File: src/srl_pkg.sv
// Purpose: constants for the serial register slave
// Assumes: one clock, byte stream in and out
// Notes:   register numbers are word indices on the serial protocol
package srl_pkg;
  localparam logic [15:0] REG_RESERVED_ZERO = 16'h0000;
  localparam logic [15:0] REG_RUN_INPUT_COMMANDS = 16'h0001;
  localparam logic [15:0] REG_SPEED_REFERENCE = 16'h0002;
  localparam logic [15:0] REG_LOOP_TARGET_VALUE = 16'h0006;
  localparam logic [15:0] REG_ANALOG_OUT_ONE_LEVEL = 16'h0007;
  localparam logic [15:0] REG_ANALOG_OUT_TWO_LEVEL = 16'h0008;
  localparam logic [15:0] REG_RESET_VAL = 16'h0000;
  localparam logic [7:0]  FN_LOOPBACK = 8'h08;
  localparam logic [7:0]  FN_WRITE_MULTI = 8'h10;
  localparam logic [7:0]  FN_ERR_FLAG = 8'h80;
  localparam logic [7:0]  ERR_BAD_FUNCTION = 8'h01;
  localparam logic [7:0]  ERR_BAD_ADDRESS = 8'h02;
  localparam logic [7:0]  ERR_BAD_VALUE = 8'h03;
  localparam logic [15:0] CRC_INIT = 16'hFFFF;
  localparam logic [15:0] CRC_POLY = 16'hA001;
  localparam int          RUN_BIT_RUN = 0;
  localparam int          RUN_BIT_REV = 1;
  localparam int          RUN_BIT_MF_LO = 6;
  localparam int          RUN_BIT_MF_HI = 10;
  localparam logic signed [15:0] ANALOG_MAX = 16'sh02D6;
  localparam logic signed [15:0] ANALOG_MIN = -16'sh02D6;
  localparam int          MAX_WRITE_REGS = 16;
  localparam int          FRAME_BYTES = 40;
  localparam int          GAP_US = 4;
  localparam int          CLK_MHZ = 25;
  localparam int          GAP_CYCLES = GAP_US * CLK_MHZ;
endpackage

File: src/srl_slave.sv
// Purpose: serial register slave: loopback and multi-register write
// Assumes: byte stream from a uart, end of frame marked by frame_end_in
// Notes:   replies leave through a 4-byte buffer; sender may stall it
//------------------------------------------------------------
// Functional notes
//------------------------------------------------------------
// Functional notes
// - a loopback request is echoed byte for byte, crc included.
// - word k of a write lands in register start plus k.
// - each register word travels high byte first, then low byte.
// - reference registers are readable and writable command inputs.
// - run bit 0 requests run, bit 1 selects reverse rotation.
// - run bits 6 to 10 drive multi-function inputs 3 to 7.
// - run bits 11 to 15 have no effect.
// - the speed reference holds the frequency in selectable units.
// - analog levels are signed from -726 to 726, 660 meaning 10 V.
// - the crc starts at all ones and covers every byte before it.
// - each crc bit step shifts right, xoring a001 when a one drops.
`timescale 1ns/10ps
module srl_slave
  import srl_pkg::*;
#(
  parameter logic [7:0] SLAVE_ADDR = 8'h01
) (
  input  wire logic        sys_clk_in,
  input  wire logic        rstn_in,
  input  wire logic [7:0]  rx_data_in,
  input  wire logic        rx_valid_in,
  input  wire logic        frame_end_in,
  input  wire logic [2:0]  frequency_unit_parameter_in,
  input  wire logic [15:0] rd_addr_in,
  output logic      [15:0] rd_data_out,
  output logic      [7:0]  tx_data_out,
  output logic             tx_valid_out,
  input  wire logic        tx_ready_in,
  output logic             run_request_out,
  output logic             reverse_out,
  output logic      [4:0]  mf_input_out,
  output logic      [15:0] speed_reference_out,
  output logic      [2:0]  speed_unit_out,
  output logic      [15:0] loop_target_out,
  output logic      [15:0] analog_one_out,
  output logic      [15:0] analog_two_out
);
  //------------------------------------------------------------
  // state
  //------------------------------------------------------------
  typedef enum logic [1:0] {
    ST_RX    = 2'b00,
    ST_CHECK = 2'b01,
    ST_TX    = 2'b11
  } srl_state_t;

  srl_state_t  state_r;
  logic [7:0]  buf_r [FRAME_BYTES];
  logic [5:0]  len_r;
  logic [5:0]  idx_r;
  logic [5:0]  tx_len_r;
  logic [15:0] crc_r;
  logic [15:0] crc_at_r;
  logic [15:0] rx_crc_prev_r;
  logic [15:0] run_r;
  logic [15:0] speed_r;
  logic [15:0] target_r;
  logic [15:0] ana1_r;
  logic [15:0] ana2_r;
  logic [15:0] tx_crc_r;
  logic [7:0]  err_r;
  logic        err_mode_r;
  logic [4:0]  wk_r;

  // ------------------------------------------------------------
  // crc: one byte per call, right shifting
  // ------------------------------------------------------------
  function automatic logic [15:0] crc_byte(input logic [15:0] c,
                                           input logic [7:0] d);
    logic [15:0] v;
    v = c ^ {8'h00, d};
    for (int i = 0; i < 8; i++) begin
      v = v[0] ? ((v >> 1) ^ CRC_POLY) : (v >> 1);
    end
    return v;
  endfunction

  //------------------------------------------------------------
  // frame decode
  //------------------------------------------------------------
  wire [7:0]  fn_w      = buf_r[1];
  wire [15:0] start_w   = {buf_r[2], buf_r[3]};
  wire [15:0] qty_w     = {buf_r[4], buf_r[5]};
  wire [7:0]  nbytes_w  = buf_r[6];
  // the crc register has also eaten the two check bytes; compare the
  // value taken just before them, stored with the low byte first
  wire [15:0] rx_crc_w  = {buf_r[len_r-6'd1], buf_r[len_r-6'd2]};
  wire        crc_ok_w  = (len_r >= 6'd4) && (rx_crc_w == crc_at_r);
  wire        mine_w    = (buf_r[0] == SLAVE_ADDR);
  wire [15:0] last_w    = start_w + qty_w - 16'h0001;
  wire        qty_ok_w  = (qty_w != 16'h0000) &&
                          (qty_w <= 16'(MAX_WRITE_REGS));
  wire        len_ok_w  = (nbytes_w == {qty_w[6:0], 1'b0}) &&
                          (len_r == 6'(9) + nbytes_w[5:0]);
  // reserved word 0 and holes 3..5 are refused rather than stored
  wire        range_ok_w = (start_w >= REG_RUN_INPUT_COMMANDS) &&
                           (last_w <= REG_ANALOG_OUT_TWO_LEVEL) &&
                           !((start_w <= 16'h0005) &&
                             (last_w >= 16'h0003));
  wire        is_loop_w  = (fn_w == FN_LOOPBACK) && (len_r == 6'd8);
  wire        is_wr_w    = (fn_w == FN_WRITE_MULTI);
  wire [7:0]  err_code_w = !is_wr_w && !is_loop_w ? ERR_BAD_FUNCTION :
                           !range_ok_w ? ERR_BAD_ADDRESS :
                           ERR_BAD_VALUE;
  wire        wr_good_w  = is_wr_w && qty_ok_w && len_ok_w && range_ok_w;

  // write stream: word k sits at bytes 7+2k (high) and 8+2k (low)
  wire [5:0]  wb_w     = 6'd7 + {wk_r, 1'b0};
  wire [15:0] wword_w  = {buf_r[wb_w], buf_r[wb_w + 6'd1]};
  wire [15:0] waddr_w  = start_w + {11'h000, wk_r};
  wire        writing_w = (state_r == ST_CHECK) && wr_good_w &&
                          mine_w && crc_ok_w &&
                          (wk_r < qty_w[4:0]);

  //------------------------------------------------------------
  // reply bytes
  //------------------------------------------------------------
  wire        fifo_rdy_w;
  wire        tx_push_w = (state_r == ST_TX);
  logic [7:0] tx_byte_w;
  always_comb begin
    tx_byte_w = buf_r[idx_r];
    if (err_mode_r) begin
      unique case (idx_r)
        6'd0:    tx_byte_w = SLAVE_ADDR;
        6'd1:    tx_byte_w = fn_w | FN_ERR_FLAG;
        6'd2:    tx_byte_w = err_r;
        6'd3:    tx_byte_w = tx_crc_r[7:0];
        default: tx_byte_w = tx_crc_r[15:8];
      endcase
    end else if (is_wr_w) begin
      if (idx_r == 6'd6) tx_byte_w = tx_crc_r[7:0];
      else if (idx_r == 6'd7) tx_byte_w = tx_crc_r[15:8];
    end
  end

  // reply crc for error and write answers, computed once at check
  wire [15:0] ec_w = crc_byte(crc_byte(crc_byte(CRC_INIT, SLAVE_ADDR),
                     fn_w | FN_ERR_FLAG), err_code_w);
  wire [15:0] wc_w = crc_byte(crc_byte(crc_byte(crc_byte(crc_byte(
                     crc_byte(CRC_INIT, buf_r[0]), buf_r[1]), buf_r[2]),
                     buf_r[3]), buf_r[4]), buf_r[5]);

  //------------------------------------------------------------
  // sequencer
  //------------------------------------------------------------
  always_ff @(posedge sys_clk_in) begin
    if (state_r == ST_RX && rx_valid_in && len_r < 6'(FRAME_BYTES))
      buf_r[len_r] <= rx_data_in;
  end

  always_ff @(posedge sys_clk_in or negedge rstn_in) begin
    if (!rstn_in) begin
      state_r       <= ST_RX;
      len_r         <= '0;
      idx_r         <= '0;
      tx_len_r      <= '0;
      crc_r         <= CRC_INIT;
      crc_at_r      <= CRC_INIT;
      rx_crc_prev_r <= CRC_INIT;
      tx_crc_r      <= 16'h0000;
      err_r         <= 8'h00;
      err_mode_r    <= 1'b0;
      wk_r          <= '0;
    end else begin
      unique case (state_r)
        ST_RX: begin
          if (rx_valid_in && len_r < 6'(FRAME_BYTES)) begin
            len_r         <= len_r + 6'd1;
            crc_r         <= crc_byte(crc_r, rx_data_in);
            rx_crc_prev_r <= crc_r;
            crc_at_r      <= rx_crc_prev_r;
          end
          if (frame_end_in) begin
            state_r <= ST_CHECK;
            wk_r    <= '0;
          end
        end
        ST_CHECK: begin
          if (writing_w) begin
            wk_r <= wk_r + 5'd1;
          end else begin
            idx_r      <= '0;
            err_r      <= err_code_w;
            err_mode_r <= !(is_loop_w || wr_good_w);
            tx_crc_r   <= (is_loop_w || wr_good_w) ? wc_w : ec_w;
            tx_len_r   <= is_loop_w ? 6'd8 :
                          wr_good_w ? 6'd8 : 6'd5;
            // foreign address, bad crc: stay silent
            state_r    <= (mine_w && crc_ok_w) ? ST_TX : ST_RX;
            if (!(mine_w && crc_ok_w)) begin
              len_r <= '0;
              crc_r <= CRC_INIT;
            end
          end
        end
        ST_TX: begin
          if (fifo_rdy_w) begin
            idx_r <= idx_r + 6'd1;
            if (idx_r == tx_len_r - 6'd1) begin
              state_r <= ST_RX;
              len_r   <= '0;
              crc_r   <= CRC_INIT;
            end
          end
        end
        default: state_r <= ST_RX;
      endcase
    end
  end

  //------------------------------------------------------------
  // reference registers
  //------------------------------------------------------------
  always_ff @(posedge sys_clk_in or negedge rstn_in) begin
    if (!rstn_in) begin
      run_r    <= REG_RESET_VAL;
      speed_r  <= REG_RESET_VAL;
      target_r <= REG_RESET_VAL;
      ana1_r   <= REG_RESET_VAL;
      ana2_r   <= REG_RESET_VAL;
    end else if (writing_w) begin
      if (waddr_w == REG_RUN_INPUT_COMMANDS) run_r <= wword_w;
      if (waddr_w == REG_SPEED_REFERENCE) speed_r <= wword_w;
      if (waddr_w == REG_LOOP_TARGET_VALUE) target_r <= wword_w;
      // out of range levels are clamped to the analog span
      if (waddr_w == REG_ANALOG_OUT_ONE_LEVEL) ana1_r <= clamp(wword_w);
      if (waddr_w == REG_ANALOG_OUT_TWO_LEVEL) ana2_r <= clamp(wword_w);
    end
  end

  function automatic logic [15:0] clamp(input logic [15:0] v);
    if ($signed(v) > ANALOG_MAX) return ANALOG_MAX;
    if ($signed(v) < ANALOG_MIN) return ANALOG_MIN;
    return v;
  endfunction

  // reads: word view of the reference map
  assign rd_data_out =
    (rd_addr_in == REG_RUN_INPUT_COMMANDS)   ? run_r :
    (rd_addr_in == REG_SPEED_REFERENCE)      ? speed_r :
    (rd_addr_in == REG_LOOP_TARGET_VALUE)    ? target_r :
    (rd_addr_in == REG_ANALOG_OUT_ONE_LEVEL) ? ana1_r :
    (rd_addr_in == REG_ANALOG_OUT_TWO_LEVEL) ? ana2_r : 16'h0000;

  assign run_request_out     = run_r[RUN_BIT_RUN];
  assign reverse_out         = run_r[RUN_BIT_REV];
  // bits 11..15 are stored but drive nothing
  assign mf_input_out        = run_r[RUN_BIT_MF_HI:RUN_BIT_MF_LO];
  assign speed_reference_out = speed_r;
  assign speed_unit_out      = frequency_unit_parameter_in;
  assign loop_target_out     = target_r;
  assign analog_one_out      = ana1_r;
  assign analog_two_out      = ana2_r;

  //------------------------------------------------------------
  // reply buffer
  //------------------------------------------------------------
  srl_fifo #(.WIDTH(8), .DEPTH(4)) u_fifo (
    .sys_clk_in   (sys_clk_in),
    .rstn_in      (rstn_in),
    .wr_data_in   (tx_byte_w),
    .wr_valid_in  (tx_push_w),
    .wr_ready_out (fifo_rdy_w),
    .rd_data_out  (tx_data_out),
    .rd_valid_out (tx_valid_out),
    .rd_ready_in  (tx_ready_in)
  );

  //------------------------------------------------------------
  // checks
  //------------------------------------------------------------
  a_run_bits_map: assert property (@(posedge sys_clk_in)
    disable iff (!rstn_in)
    1'b1 |-> run_request_out == run_r[0] && reverse_out == run_r[1])
    else $error("run bits misrouted");
  a_analog_span: assert property (@(posedge sys_clk_in)
    disable iff (!rstn_in)
    $signed(ana1_r) <= 726 && $signed(ana1_r) >= -726)
    else $error("analog level out of span");
  a_write_lands: assert property (@(posedge sys_clk_in)
    disable iff (!rstn_in)
    writing_w && waddr_w == REG_SPEED_REFERENCE |=> speed_r == $past(wword_w))
    else $error("write word not stored");
  a_err_fn_flag: assert property (@(posedge sys_clk_in)
    disable iff (!rstn_in)
    tx_push_w && err_mode_r && idx_r == 6'd1 |-> tx_byte_w[7])
    else $error("error reply lacks flag");
  a_analog_two_span: assert property (@(posedge sys_clk_in)
    disable iff (!rstn_in)
    $signed(ana2_r) <= 726 && $signed(ana2_r) >= -726)
    else $error("second analog level out of span");
  a_loop_echo: assert property (@(posedge sys_clk_in)
    disable iff (!rstn_in)
    tx_push_w && !err_mode_r && is_loop_w |-> tx_byte_w == buf_r[idx_r])
    else $error("loopback byte altered");
  a_wr_reply_ok: assert property (@(posedge sys_clk_in)
    disable iff (!rstn_in)
    state_r == ST_CHECK && !writing_w && wr_good_w |=>
      !err_mode_r && tx_len_r == 6'd8)
    else $error("write answer not normal");
  a_err_reply_len: assert property (@(posedge sys_clk_in)
    disable iff (!rstn_in)
    state_r == ST_CHECK && !writing_w && !(is_loop_w || wr_good_w) |=>
      err_mode_r && tx_len_r == 6'd5)
    else $error("error answer malformed");
  a_silent_drop: assert property (@(posedge sys_clk_in)
    disable iff (!rstn_in)
    state_r == ST_CHECK && !writing_w && !crc_ok_w |=> state_r == ST_RX)
    else $error("bad check word answered");
  a_run_lands: assert property (@(posedge sys_clk_in)
    disable iff (!rstn_in)
    writing_w && waddr_w == REG_RUN_INPUT_COMMANDS |=>
      run_r == $past(wword_w))
    else $error("run word not stored");
  a_level_kept: assert property (@(posedge sys_clk_in)
    disable iff (!rstn_in)
    writing_w && waddr_w == REG_ANALOG_OUT_ONE_LEVEL &&
      $signed(wword_w) <= 726 && $signed(wword_w) >= -726 |=>
      ana1_r == $past(wword_w))
    else $error("in span level altered");
  a_reply_holds: assert property (@(posedge sys_clk_in)
    disable iff (!rstn_in)
    tx_valid_out && !tx_ready_in |=> tx_valid_out && $stable(tx_data_out))
    else $error("reply byte dropped while stalled");
  a_word_steps: assert property (@(posedge sys_clk_in)
    disable iff (!rstn_in)
    writing_w |=> wk_r == $past(wk_r) + 5'd1)
    else $error("write word index skipped");
endmodule

File: src/srl_fifo.sv
// Purpose: small ready/valid byte buffer on the reply path
// Assumes: same clock on both sides
// Notes:   full and empty are exact
`timescale 1ns/10ps
module srl_fifo #(
  parameter int WIDTH = 8,
  parameter int DEPTH = 4
) (
  input  wire logic             sys_clk_in,
  input  wire logic             rstn_in,
  input  wire logic [WIDTH-1:0] wr_data_in,
  input  wire logic             wr_valid_in,
  output logic                  wr_ready_out,
  output logic      [WIDTH-1:0] rd_data_out,
  output logic                  rd_valid_out,
  input  wire logic             rd_ready_in
);
  localparam int AW = $clog2(DEPTH);
  logic [WIDTH-1:0] mem_r [DEPTH];
  logic [AW-1:0]    wp_r;
  logic [AW-1:0]    rp_r;
  logic [AW:0]      cnt_r;
  wire do_wr = wr_valid_in && wr_ready_out;
  wire do_rd = rd_valid_out && rd_ready_in;
  assign wr_ready_out = (cnt_r != (AW+1)'(DEPTH));
  assign rd_valid_out = (cnt_r != '0);
  assign rd_data_out  = mem_r[rp_r];
  always_ff @(posedge sys_clk_in) begin
    if (do_wr) mem_r[wp_r] <= wr_data_in;
  end
  always_ff @(posedge sys_clk_in or negedge rstn_in) begin
    if (!rstn_in) begin
      wp_r  <= '0;
      rp_r  <= '0;
      cnt_r <= '0;
    end else begin
      if (do_wr) wp_r <= (wp_r == AW'(DEPTH-1)) ? '0 : wp_r + 1'b1;
      if (do_rd) rp_r <= (rp_r == AW'(DEPTH-1)) ? '0 : rp_r + 1'b1;
      cnt_r <= cnt_r + (AW+1)'(do_wr) - (AW+1)'(do_rd);
    end
  end
endmodule

File: config.mk
export PLATFORM = sky130hd
export DESIGN_NAME = srl_slave
export DESIGN_NICKNAME = d
export VERILOG_FILES = /design/src/srl_pkg.sv /design/src/srl_slave.sv /design/src/srl_fifo.sv
export SDC_FILE = /design/constraint.sdc
export NUM_CORES = 1
export LEC_CHECK = 0
export BUFFER_PORTS_ARGS = -buffer_cell sky130_fd_sc_hd__buf_2
export CAP_MARGIN = 20
export CORE_MARGIN = 5
export CORE_UTILIZATION = 35
export DETAILED_ROUTE_END_ITERATION = 8
export GPL_TIMING_DRIVEN = 0
export MAX_ROUTING_LAYER = met4
export SLEW_MARGIN = 0
export SYNTH_ARGS = -nofsm -noshare
export SYNTH_HDL_FRONTEND = slang
export SYNTH_HIERARCHICAL = 1
export SYNTH_SLANG_ARGS = --single-unit
File: constraint.sdc
create_clock -name sys_clk_in -period 7.6 [get_ports sys_clk_in]
set_input_delay 0.38 -clock sys_clk_in [delete_from_list [all_inputs] [get_ports sys_clk_in]]
set_output_delay 0.38 -clock sys_clk_in [all_outputs]
set_load 0.01 [all_outputs]
### Word-level counts from Yosys, hierarchy flattened

Memory sizes are Yosys's and may differ from the RTL's.
Index checks and enable logic that the tools add are counted.

* word-level logic and storage cells: 343
* bits of input ports: 32
* RAM bits: 352
* register bits: 185
* output and inout port bits: 99
* memories kept: 2

Memories
* buf_r: words 40, width 8, read ports 12, clocked after memory_dff 0, write ports 1, RTL line srl_slave.sv:55 `logic [7:0] buf_r [FRAME_BYTES];`
* u_fifo.mem_r: words 4, width 8, read ports 1, clocked after memory_dff 0, write ports 1, RTL line srl_fifo.sv:19 `logic [WIDTH-1:0] mem_r [DEPTH];`

* muxes and demuxes: 135
* add/sub/neg operators: 16
* bitwise gates (word level): 82
* magnitude comparators: 10
* eq/ne operators: 35
* reductions and logical operators: 44

Operator list (number)
* $mux 16: 89
* $not 2->3: 71
* $xor 16x8->16: 6
* $eq 16x3->1 const B: 4
* $pmux 16 s3: 1
* $mux 6: 7
* $eq 16x1->1 const B: 2
* $eq 16x2->1 const B: 2
* $eq 16x4->1 const B: 2
* $mux 8: 4
* $pmux 8 s4: 1
* $logic_and 1x1->1: 21
* $add 6x1->6 const B: 3
* $pmux 6 s3: 1
* $mux 1: 17
* $add 16x16->16: 1
* $add 16x5->16: 1
* $eq 16x16->1: 1
* $ge 16x1->1 const B: 1
* $ge 16x2->1 const B: 1
* $gt 16x11->1 const B: 1
* $le 16x3->1 const B: 1
* $le 16x4->1 const B: 1
* $le 16x5->1 const B: 1
* 49 further kinds: 82

### Logic depth before layout (Yosys ltp)

Gate-level depths: netlist (run 1).
An unclocked memory read counts as a cell.

* depth in word-level cells: 104
* depth in mapped cells: 26
* depth with buffers taken out: 16

### Cells and area by module

Netlist (run 1), hierarchy kept.

By module, submodules not included
* srl_slave: area an instance 32941.6 um^2, cells an instance 2449, seq. area each 13848.3 um^2, instances 1
* srl_fifo: area an instance 1652.8 um^2, cells an instance 85, seq. area each 1136.1 um^2, instances 1

### Worst setup path before layout (run 1)

Ideal clock, no wire load.

* kind: register to register
* start: register wk_r[0]
* end: register ana1_r[1], in the netlist analog_one_out[1]
* library setup time: 0.125 ns
* path buffers: 11
* data required time: 7.475 ns
* data arrival time: 5.653 ns
* period minus slack after synthesis: 5.777 ns
* stages on the path, launching flop included: 25
* slack: 1.823 ns
* cells stage by stage: dfrtp_1 -> buf_2 -> buf_2 -> buf_4 -> buf_4 -> buf_2 -> buf_2 -> inv_1 -> ha_1 -> buf_2 -> buf_4 -> buf_2 -> buf_2 -> buf_2 -> mux4_2 -> inv_1 -> o211a_1 -> a311oi_1 -> o21a_1 -> o21ai_0 -> a21boi_0 -> o2111ai_1 -> ha_1 -> or4_1 -> mux2_2

* longest elaborated chain between the ends: 10
* elaborated cells on any way between the ends: 20
* classes of those cells: add/sub (3); order compare (3); eq/ne (1); mux (10); reduce/logical (2); memory (1)

Ends and longest elaborated chain
* start: declaration: RTL line srl_slave.sv:70 `logic [4:0] wk_r;`
* start signal: assignment: RTL line srl_slave.sv:188 `wk_r <= wk_r + 5'd1;`
* $add 3x6->6: RTL line srl_slave.sv:115 `wire [5:0] wb_w = 6'd7 + {wk_r, 1'b0};`
* $add 6x1->6: RTL line srl_slave.sv:116 `wire [15:0] wword_w = {buf_r[wb_w], buf_r[wb_w + 6'd1]};`
* $mem_v2 40x8
* $lt 16x11->1: RTL line srl_slave.sv:241 `if ($signed(v) < ANALOG_MIN) return ANALOG_MIN;`
* $mux 1 (2 in a row): RTL line srl_slave.sv:241
* $mux 1: RTL line srl_slave.sv:234 `if (waddr_w == REG_ANALOG_OUT_ONE_LEVEL) ana1_r <= clamp(wword_w);`
* $mux 1: RTL line srl_slave.sv:229 `end else if (writing_w) begin`
* $mux 16: RTL line srl_slave.sv:242 `return v;`
* $mux 16: RTL line srl_slave.sv:241
* end signal: assignment: RTL line srl_slave.sv:234
* end: declaration: RTL line srl_slave.sv:65 `logic [15:0] ana1_r;`

Several ways; a longest one is shown, not always the timed one. The select of a mux whose other input is x is not followed.
A chain may end at the register's enable or synchronous reset.

### Worst setup path after layout (run 1)

Ends and elaborated chain as after synthesis.

==> impl_metrics.py, run 1 <==
metrics = {
    "worst_setup_path": {
        "slowest_delay_ns": 0.62,
        "crit_arrival_ns": 8.03,
        "worstPathMaxFanout": 19,
        "crit_type": "reg2reg",
        "required_ns": 8.12,
        "critPathSlowestCell": "or4_1",
        "critPathCaptureType": "register",
        "cp-start-kind": "register",
        "path_cells": "buf_2, buf_4, buf_6, buf_4, buf_6, inv_1, ha_1, buf_4, buf_4, buf_6, buf_6, mux4_2, mux2i_2, a211oi_4, o21a_1, o21ai_0, a21boi_0, o2111ai_1, ha_1, or4_1, mux2_2",
    },
    "synthesis": {
        "synth.area.top_cells": "edfxtp_1 (31%), mux4_2 (21%), dfrtp_1 (9.1%)",
        "synth.distinct_cells": 102,
        "synthCells": 2534,
        "netlist.area_leader.share_pct": 30.6,
        "async_reset_ff_share_pct": 33.1,
        "avgSynthCellArea_sq_um": 13.7,
        "ys_ff_latch": 526,
        "yosysTopAreaCell": "edfxtp_1",
        "syn-num-nets": 2640,
        "synth-seq-area-share_pct": 43.3,
        "syn-cell-area_sq_um": 34600,
        "synth_ff_type": "edfxtp_1",
        "synth_edf_count": 352,
        "yosys_warnings": 6,
    },
    "place": {
        "place.gp.congestion": 1.08,
        "io_buffers": 126,
        "placed_cells": 3985,
        "hpwl_um": 110000,
    },
    "routing": {
        "wl_per_cell_um": 35.9,
        "drt_iter0_markers": 3987,
        "route.met2.wl_um": 63200,
        "topRoutingLayerUsed": "met4",
        "vias": 26494,
        "wl_um": 147000,
        "met3_length_um": 17800,
        "avgViaCountPerCell": 6.46,
        "drc": 0,
        "ant_nets": 0,
        "firstDrtPassIters": 5,
        "wl_met1_um": 57200,
    },
    "power_and_ir_drop": {
        "clock_power_share_pct": 18.4,
        "cell_internal_pwr_mw": 8.87,
        "power.switching_mw": 7.67,
        "design_power_total_mw": 16.5,
        "seqPwrFrac_pct": 22.0,
        "swShare_pct": 46.4,
        "pwr-share-comb_pct": 59.6,
        "p_leak_nw": 14.6,
        "peakVddDrop_v": 0.000242,
        "power_density_nw_per_um2": 418,
    },
    "job": {
        "drv_cap": 0,
    },
    "floorplan": {
        "die-area_sq_um": 105000,
        "ios": 131,
        "die_height_um": 324,
        "initial_core_util_pct": 35.2,
        "rows": 115,
        "core_sq_um": 98300,
        "die_w_um": 324,
    },
    "clocking": {
        "numCtsBuffers": 56,
        "post-cts-setup-buffers": 0,
        "clockBufferDepth": 3,
        "clk_latency_ns": 0.66,
        "cts_max_level": 2,
        "cts_tree": "done",
        "clock-sinks": 526,
        "root_buffer": "clkbuf_16",
        "path_clk_slew_ns": 0.06,
    },
    "grt": {
        "grt_usage_pct": 27.7,
        "grt_max_degree": 107,
        "antenna_found_initial": 11,
        "grt-ovfl-total": 0,
        "grt_pass1_vias": 25059,
        "grt_pass1_wl_um": 202000,
    },
    "sta": {
        "finalSetupViolCount": 0,
        "setup_tns_ns": 0,
        "fin_crit_ns": 7.52,
        "final.setup_skew_ns": 0.0346,
        "rsz0062_at_grt": "no",
        "hold_violations": 0,
        "worstMarginPinSlew_ns": 1.26,
        "relSlewSlack_pct": 16.0,
        "finalMaxSlewViolations": 0,
        "fin_crit_sh_pct": 98.9,
        "timing.fmax_ghz": 0.133,
    },
    "cells_and_area": {
        "nets": 2867,
        "multiInputGateArea_sq_um": 18300,
        "drive_gt1_share_pct": 33.7,
        "regMostFlops": "buf_r",
        "fin_cells": 4104,
        "n_fill_cell": 9163,
        "area_growth_pct": 14.3,
        "largest_reg_flops": 320,
        "finish.utilization_pct": 40.2,
        "seq_area_sq_um": 15000,
        "top_regs": "buf_r (320), u_fifo/mem_r (32)",
    },
    "min_path": {
        "min_path_type": "in2reg",
    },
    "outcome": {
        "status": "finished clean",
    },
}
[worst paths after layout]
check | startpoint | to | slack (ns) | depth (start not counted)
min reg2reg | crc_r[7] | crc_r[7] | 0.49 | 2
min in group asynchronous | rstn_in | speed_reference_out[11] | 0.36 | 2
max in group asynchronous | rstn_in | crc_at_r[12] | 6.36 | 3
max | wk_r[0] | analog_one_out[1] | 0.08 | 21
min | frame_end_in | wk_r[4] | 0.10 | 4
max reg2reg | wk_r[0] | analog_one_out[1] | 0.08 | 21
[layer usage]
metal / vias up / track usage, %
li1: 10457 / -
met1: 13523 / 35.8
met2: 2044 / 40.0
met3: 470 / 8.45
met4: 0 / 13.0
met5: - / -
[cells in the mapped netlist, types with 23 or more instances]
cell type	number
xor2_1	34
clkbuf_1	85
o21ai_0	43
buf_2	46
nand3_1	44
nand4_1	23
nand2_1	107
buf_4	26
mux2_2	168
a21oi_1	65
nor3_1	23
inv_1	124
nor2_1	131
o22ai_1	44
mux4_2	319
xnor2_1	130
edfxtp_1	352
dfstp_2	48
ha_1	71
dfrtp_1	126
mux2i_1	127
[cell families after synthesis]
group / synth area share [%]
AOI/OAI and AO/OA: 7.12
xor gates and xnor gates: 4.64
adders and majority gates: 2.74
buffers and inverters: 4.11
DFF: 43.3
muxes: 31.3
and+or+nand+nor: 6.80
[repair_timing]
action | in CTS | in global routing
endpoints found under the hold margin | 68 | 0
gates resized for setup | 25 | 5
hold buffers | 1 | 0
endpoints found under the setup margin | 86 | 50
[final cells by class]
| type | count | area share, % |
|---|---|---|
| Clock inverter | 37 | 1.27 |
| Buffer | 186 | 2.47 |
| Antenna cell | 8 | 0.0506 |
| Tap cell | 1287 | 4.07 |
| Timing Repair Buffer | 171 | 3.05 |
| Clock buffer | 69 | 3.82 |
| Sequential cell | 526 | 37.9 |
| Inverter | 129 | 1.22 |
| Multi-Input combinational cell | 1691 | 46.2 |
[worst max-delay path: cells and delay by family, from the launching register on]
kind                     cells  cell delay (ns)
flip-flops                   1             0.42
multiplexers                 3             1.35
AO/OA/AOI/OAI                5             0.88
AND/OR/NAND/NOR              1             0.62
adder cells (fa/ha/maj)      2             0.65
buffers and inverters       10             3.38
[cell usage in the layout (no fill, tap or decap), types with 90 or more instances in the layout]
master,count
edfxtp_1,352
mux4_2,319
mux2_2,168
buf_2,161
nor2_1,130
xnor2_1,130
dfrtp_1,126
mux2i_1,125
inv_1,124
nand2_1,107
clkbuf_1,90
[power by group through the flow]
stage,Clock [mW],Sequential (mW),Combinational [mW]
CTS,3.08,3.63,9.44
floorplan,0,3.56,5.85
finish,3.05,3.64,9.86
global placement,0,3.68,9.31
detailed placement,0,3.68,9.35
global route,3.19,3.66,9.93
[metrics by stage]
step,setup WS [ns],hold WS (ns),instance area (sq um)
after floorplan,1.82,0.0844,34600
after global placement,-2.29,0.476,36800
after detailed placement,-2.18,0.487,37400
after CTS,0.0791,0.0639,39500
after global routing,0.0632,0.114,39600
final,0.0848,0.102,39600
(Power assumes the default switching activity.)
==> run 2, diff against run 1 <==
- CORE_UTILIZATION: 35 -> 44
==> run 2 against run 1 <==
Utilization is 10 points higher. Combinational power barely moved. Clock-buffer cell count up 7. Critical path type unchanged. Critical endpoint is now analog_two_out[1].
==> impl_metrics.py, run 2 (same netlist as run 1, synthesis figures left out) <==
metrics = {
    "outcome": {
        "status": "finished clean",
    },
    "clocking": {
        "cts_max_level": 2,
        "numCtsBuffers": 59,
        "clk_latency_ns": 0.68,
        "path_clk_slew_ns": 0.07,
        "clockBufferDepth": 3,
        "root_buffer": "clkbuf_16",
        "clock-sinks": 526,
        "cts_tree": "done",
    },
    "floorplan": {
        "die_height_um": 290,
        "rows": 102,
        "ios": 131,
        "die_w_um": 290,
        "core_sq_um": 77700,
        "die-area_sq_um": 84300,
        "initial_core_util_pct": 44.5,
    },
    "sta": {
        "fin_crit_sh_pct": 99.4,
        "timing.fmax_ghz": 0.132,
        "final.setup_skew_ns": 0.0570,
        "rsz0062_at_grt": "no",
        "fin_crit_ns": 7.56,
        "hold_violations": 0,
        "relSlewSlack_pct": 16.7,
        "finalMaxSlewViolations": 0,
        "worstMarginPinSlew_ns": 1.24,
        "finalSetupViolCount": 0,
    },
    "routing": {
        "drt_iter0_markers": 3927,
        "vias": 26445,
        "firstDrtPassIters": 6,
        "drc": 0,
        "ant_nets": 0,
        "wl_per_cell_um": 40.2,
        "wl_um": 154000,
        "avgViaCountPerCell": 6.88,
    },
    "grt": {
        "grt_usage_pct": 36.6,
        "grtUsageMet1_pct": 45.6,
        "grt_max_degree": 106,
        "met3_usage_pct": 8.24,
        "antenna_found_initial": 5,
        "grt_pass1_wl_um": 211000,
        "grt-ovfl-total": 0,
        "grt_use_met2_pct": 54.8,
        "gr-max-usage-layer": "met2",
        "grt_pass1_vias": 26079,
    },
    "power_and_ir_drop": {
        "swShare_pct": 47.1,
        "cell_internal_pwr_mw": 8.89,
        "power.switching_mw": 7.92,
        "pwr-share-comb_pct": 59.9,
        "peakVddDrop_v": 0.000326,
        "clock_power_share_pct": 18.4,
        "design_power_total_mw": 16.8,
        "p_leak_nw": 14.6,
        "seqPwrFrac_pct": 21.7,
        "power_density_nw_per_um2": 428,
    },
    "cells_and_area": {
        "finish.utilization_pct": 50.5,
        "area_growth_pct": 13.5,
        "largest_reg_flops": 320,
        "drive_gt1_share_pct": 34.1,
        "layout_common_cells": "edfxtp_1 (352), mux4_2 (319), mux2_2 (168)",
        "regMostFlops": "buf_r",
        "nets": 2860,
        "top_regs": "buf_r (320), u_fifo/mem_r (32)",
        "layout_commonest_cell": "edfxtp_1",
    },
    "min_path": {
        "min_path_cells": 4,
        "hp-start": "frame_end_in",
        "min_to": "wk_r[4]",
        "min_path_type": "in2reg",
    },
    "worst_setup_path": {
        "crit_arrival_ns": 8.12,
        "critPathCaptureType": "register",
        "reg2reg_to": "analog_two_out[1]",
        "cp-start-kind": "register",
        "required_ns": 8.16,
        "r2r.worst_path.cells": 25,
        "worstPathMaxFanout": 10,
        "r2r_start": "wk_r[0]",
        "rrSetupSlack_ns": 0.04,
        "crit_type": "reg2reg",
    },
    "job": {
        "drv_cap": 0,
    },
    "place": {
        "hpwl_um": 117000,
        "io_buffers": 126,
        "place.gp.congestion": 1.09,
    },
}
==> run 2: layout make-up <==
cell class	count	area, sq um
antenna	3	7.51
buffer	187	1010
clock buffer	76	1630
clock inverter	33	472
fill	6669	38500
inverter	129	484
multi-input combinational	1691	18300
sequential	526	15000
tap	1040	1300
timing repair buffer	160	1080
==> run 2: how the worst max path moves through the flow <==
stage               startpoint           endpoint  slack, ns  depth (start not counted)
detailed placement     wk_r[0]  analog_two_out[9]      -2.06                         25
finish                 wk_r[0]  analog_two_out[1]       0.04                         25
floorplan              wk_r[0]  analog_one_out[1]       1.82                         24
global placement       wk_r[0]  analog_two_out[9]      -2.54                         25
global route           wk_r[0]  analog_two_out[9]       0.01                         27
CTS                    wk_r[0]  analog_one_out[1]       0.05                         25
==> run 2: power by group through the flow <==
stage / clock, mW / sequential [mW] / combinational (mW)
2_1_floorplan: 0 / 3.56 / 5.85
3_3_place_gp: 0 / 3.67 / 9.59
3_5_place_dp: 0 / 3.68 / 9.68
4_1_cts: 3.13 / 3.63 / 9.78
5_1_grt: 3.24 / 3.66 / 10.2
6_report: 3.10 / 3.64 / 10.1
==> run 2: repair_timing <==
item / CTS / global route
hold buffers: 1 / 0
setup endpoints to repair: 130 / 78
gates cloned: 0 / 0
pin swaps: 2 / 0
setup buffers: 1 / 0
resized for setup: 26 / 15
hold endpoints to repair: 69 / 0
==> run 2: per-layer routing <==
metal,part of all wire [%],wire length [um]
met2,44,68700
met1,37,57300
met5,0,0
met4,8.2,12700
met3,10,15800
==> run 2: stage by stage <==
stage          hold WS (ns)  worst slack [ns]  TNS [ns]  instance area, sq um  instances
2_1_floorplan        0.0844              1.82         0                 34600       2534
3_3_place_gp          0.477             -2.54   -146.04                 36500       3700
3_5_place_dp          0.367             -2.06    -88.53                 37000       3729
4_1_cts              0.0183            0.0474         0                 39200       3839
5_1_grt               0.102            0.0113         0                 39300       3845
6_report             0.0587            0.0445         0                 39300       3845
==> run 2: critical path: stages, from the launching register on <==
cell and delay, ns:
dfrtp_1 0.42, buf_2 0.28, buf_6 0.30, buf_8 0.31, buf_6 0.31, buf_6 0.28, buf_4 0.30, inv_1 0.16
ha_1 0.34, clkbuf_4 0.26, nor4_1 0.27, a31o_2 0.19, or3_1 0.11, clkbuf_1 0.35, and2_1 0.28, buf_2 0.47
mux2i_4 0.48, a211oi_1 0.19, buf_4 0.23, o21a_1 0.11, o21ai_0 0.20, a21boi_0 0.13, o2111ai_1 0.19, ha_1 0.32
or4_1 0.60, mux2_2 0.28
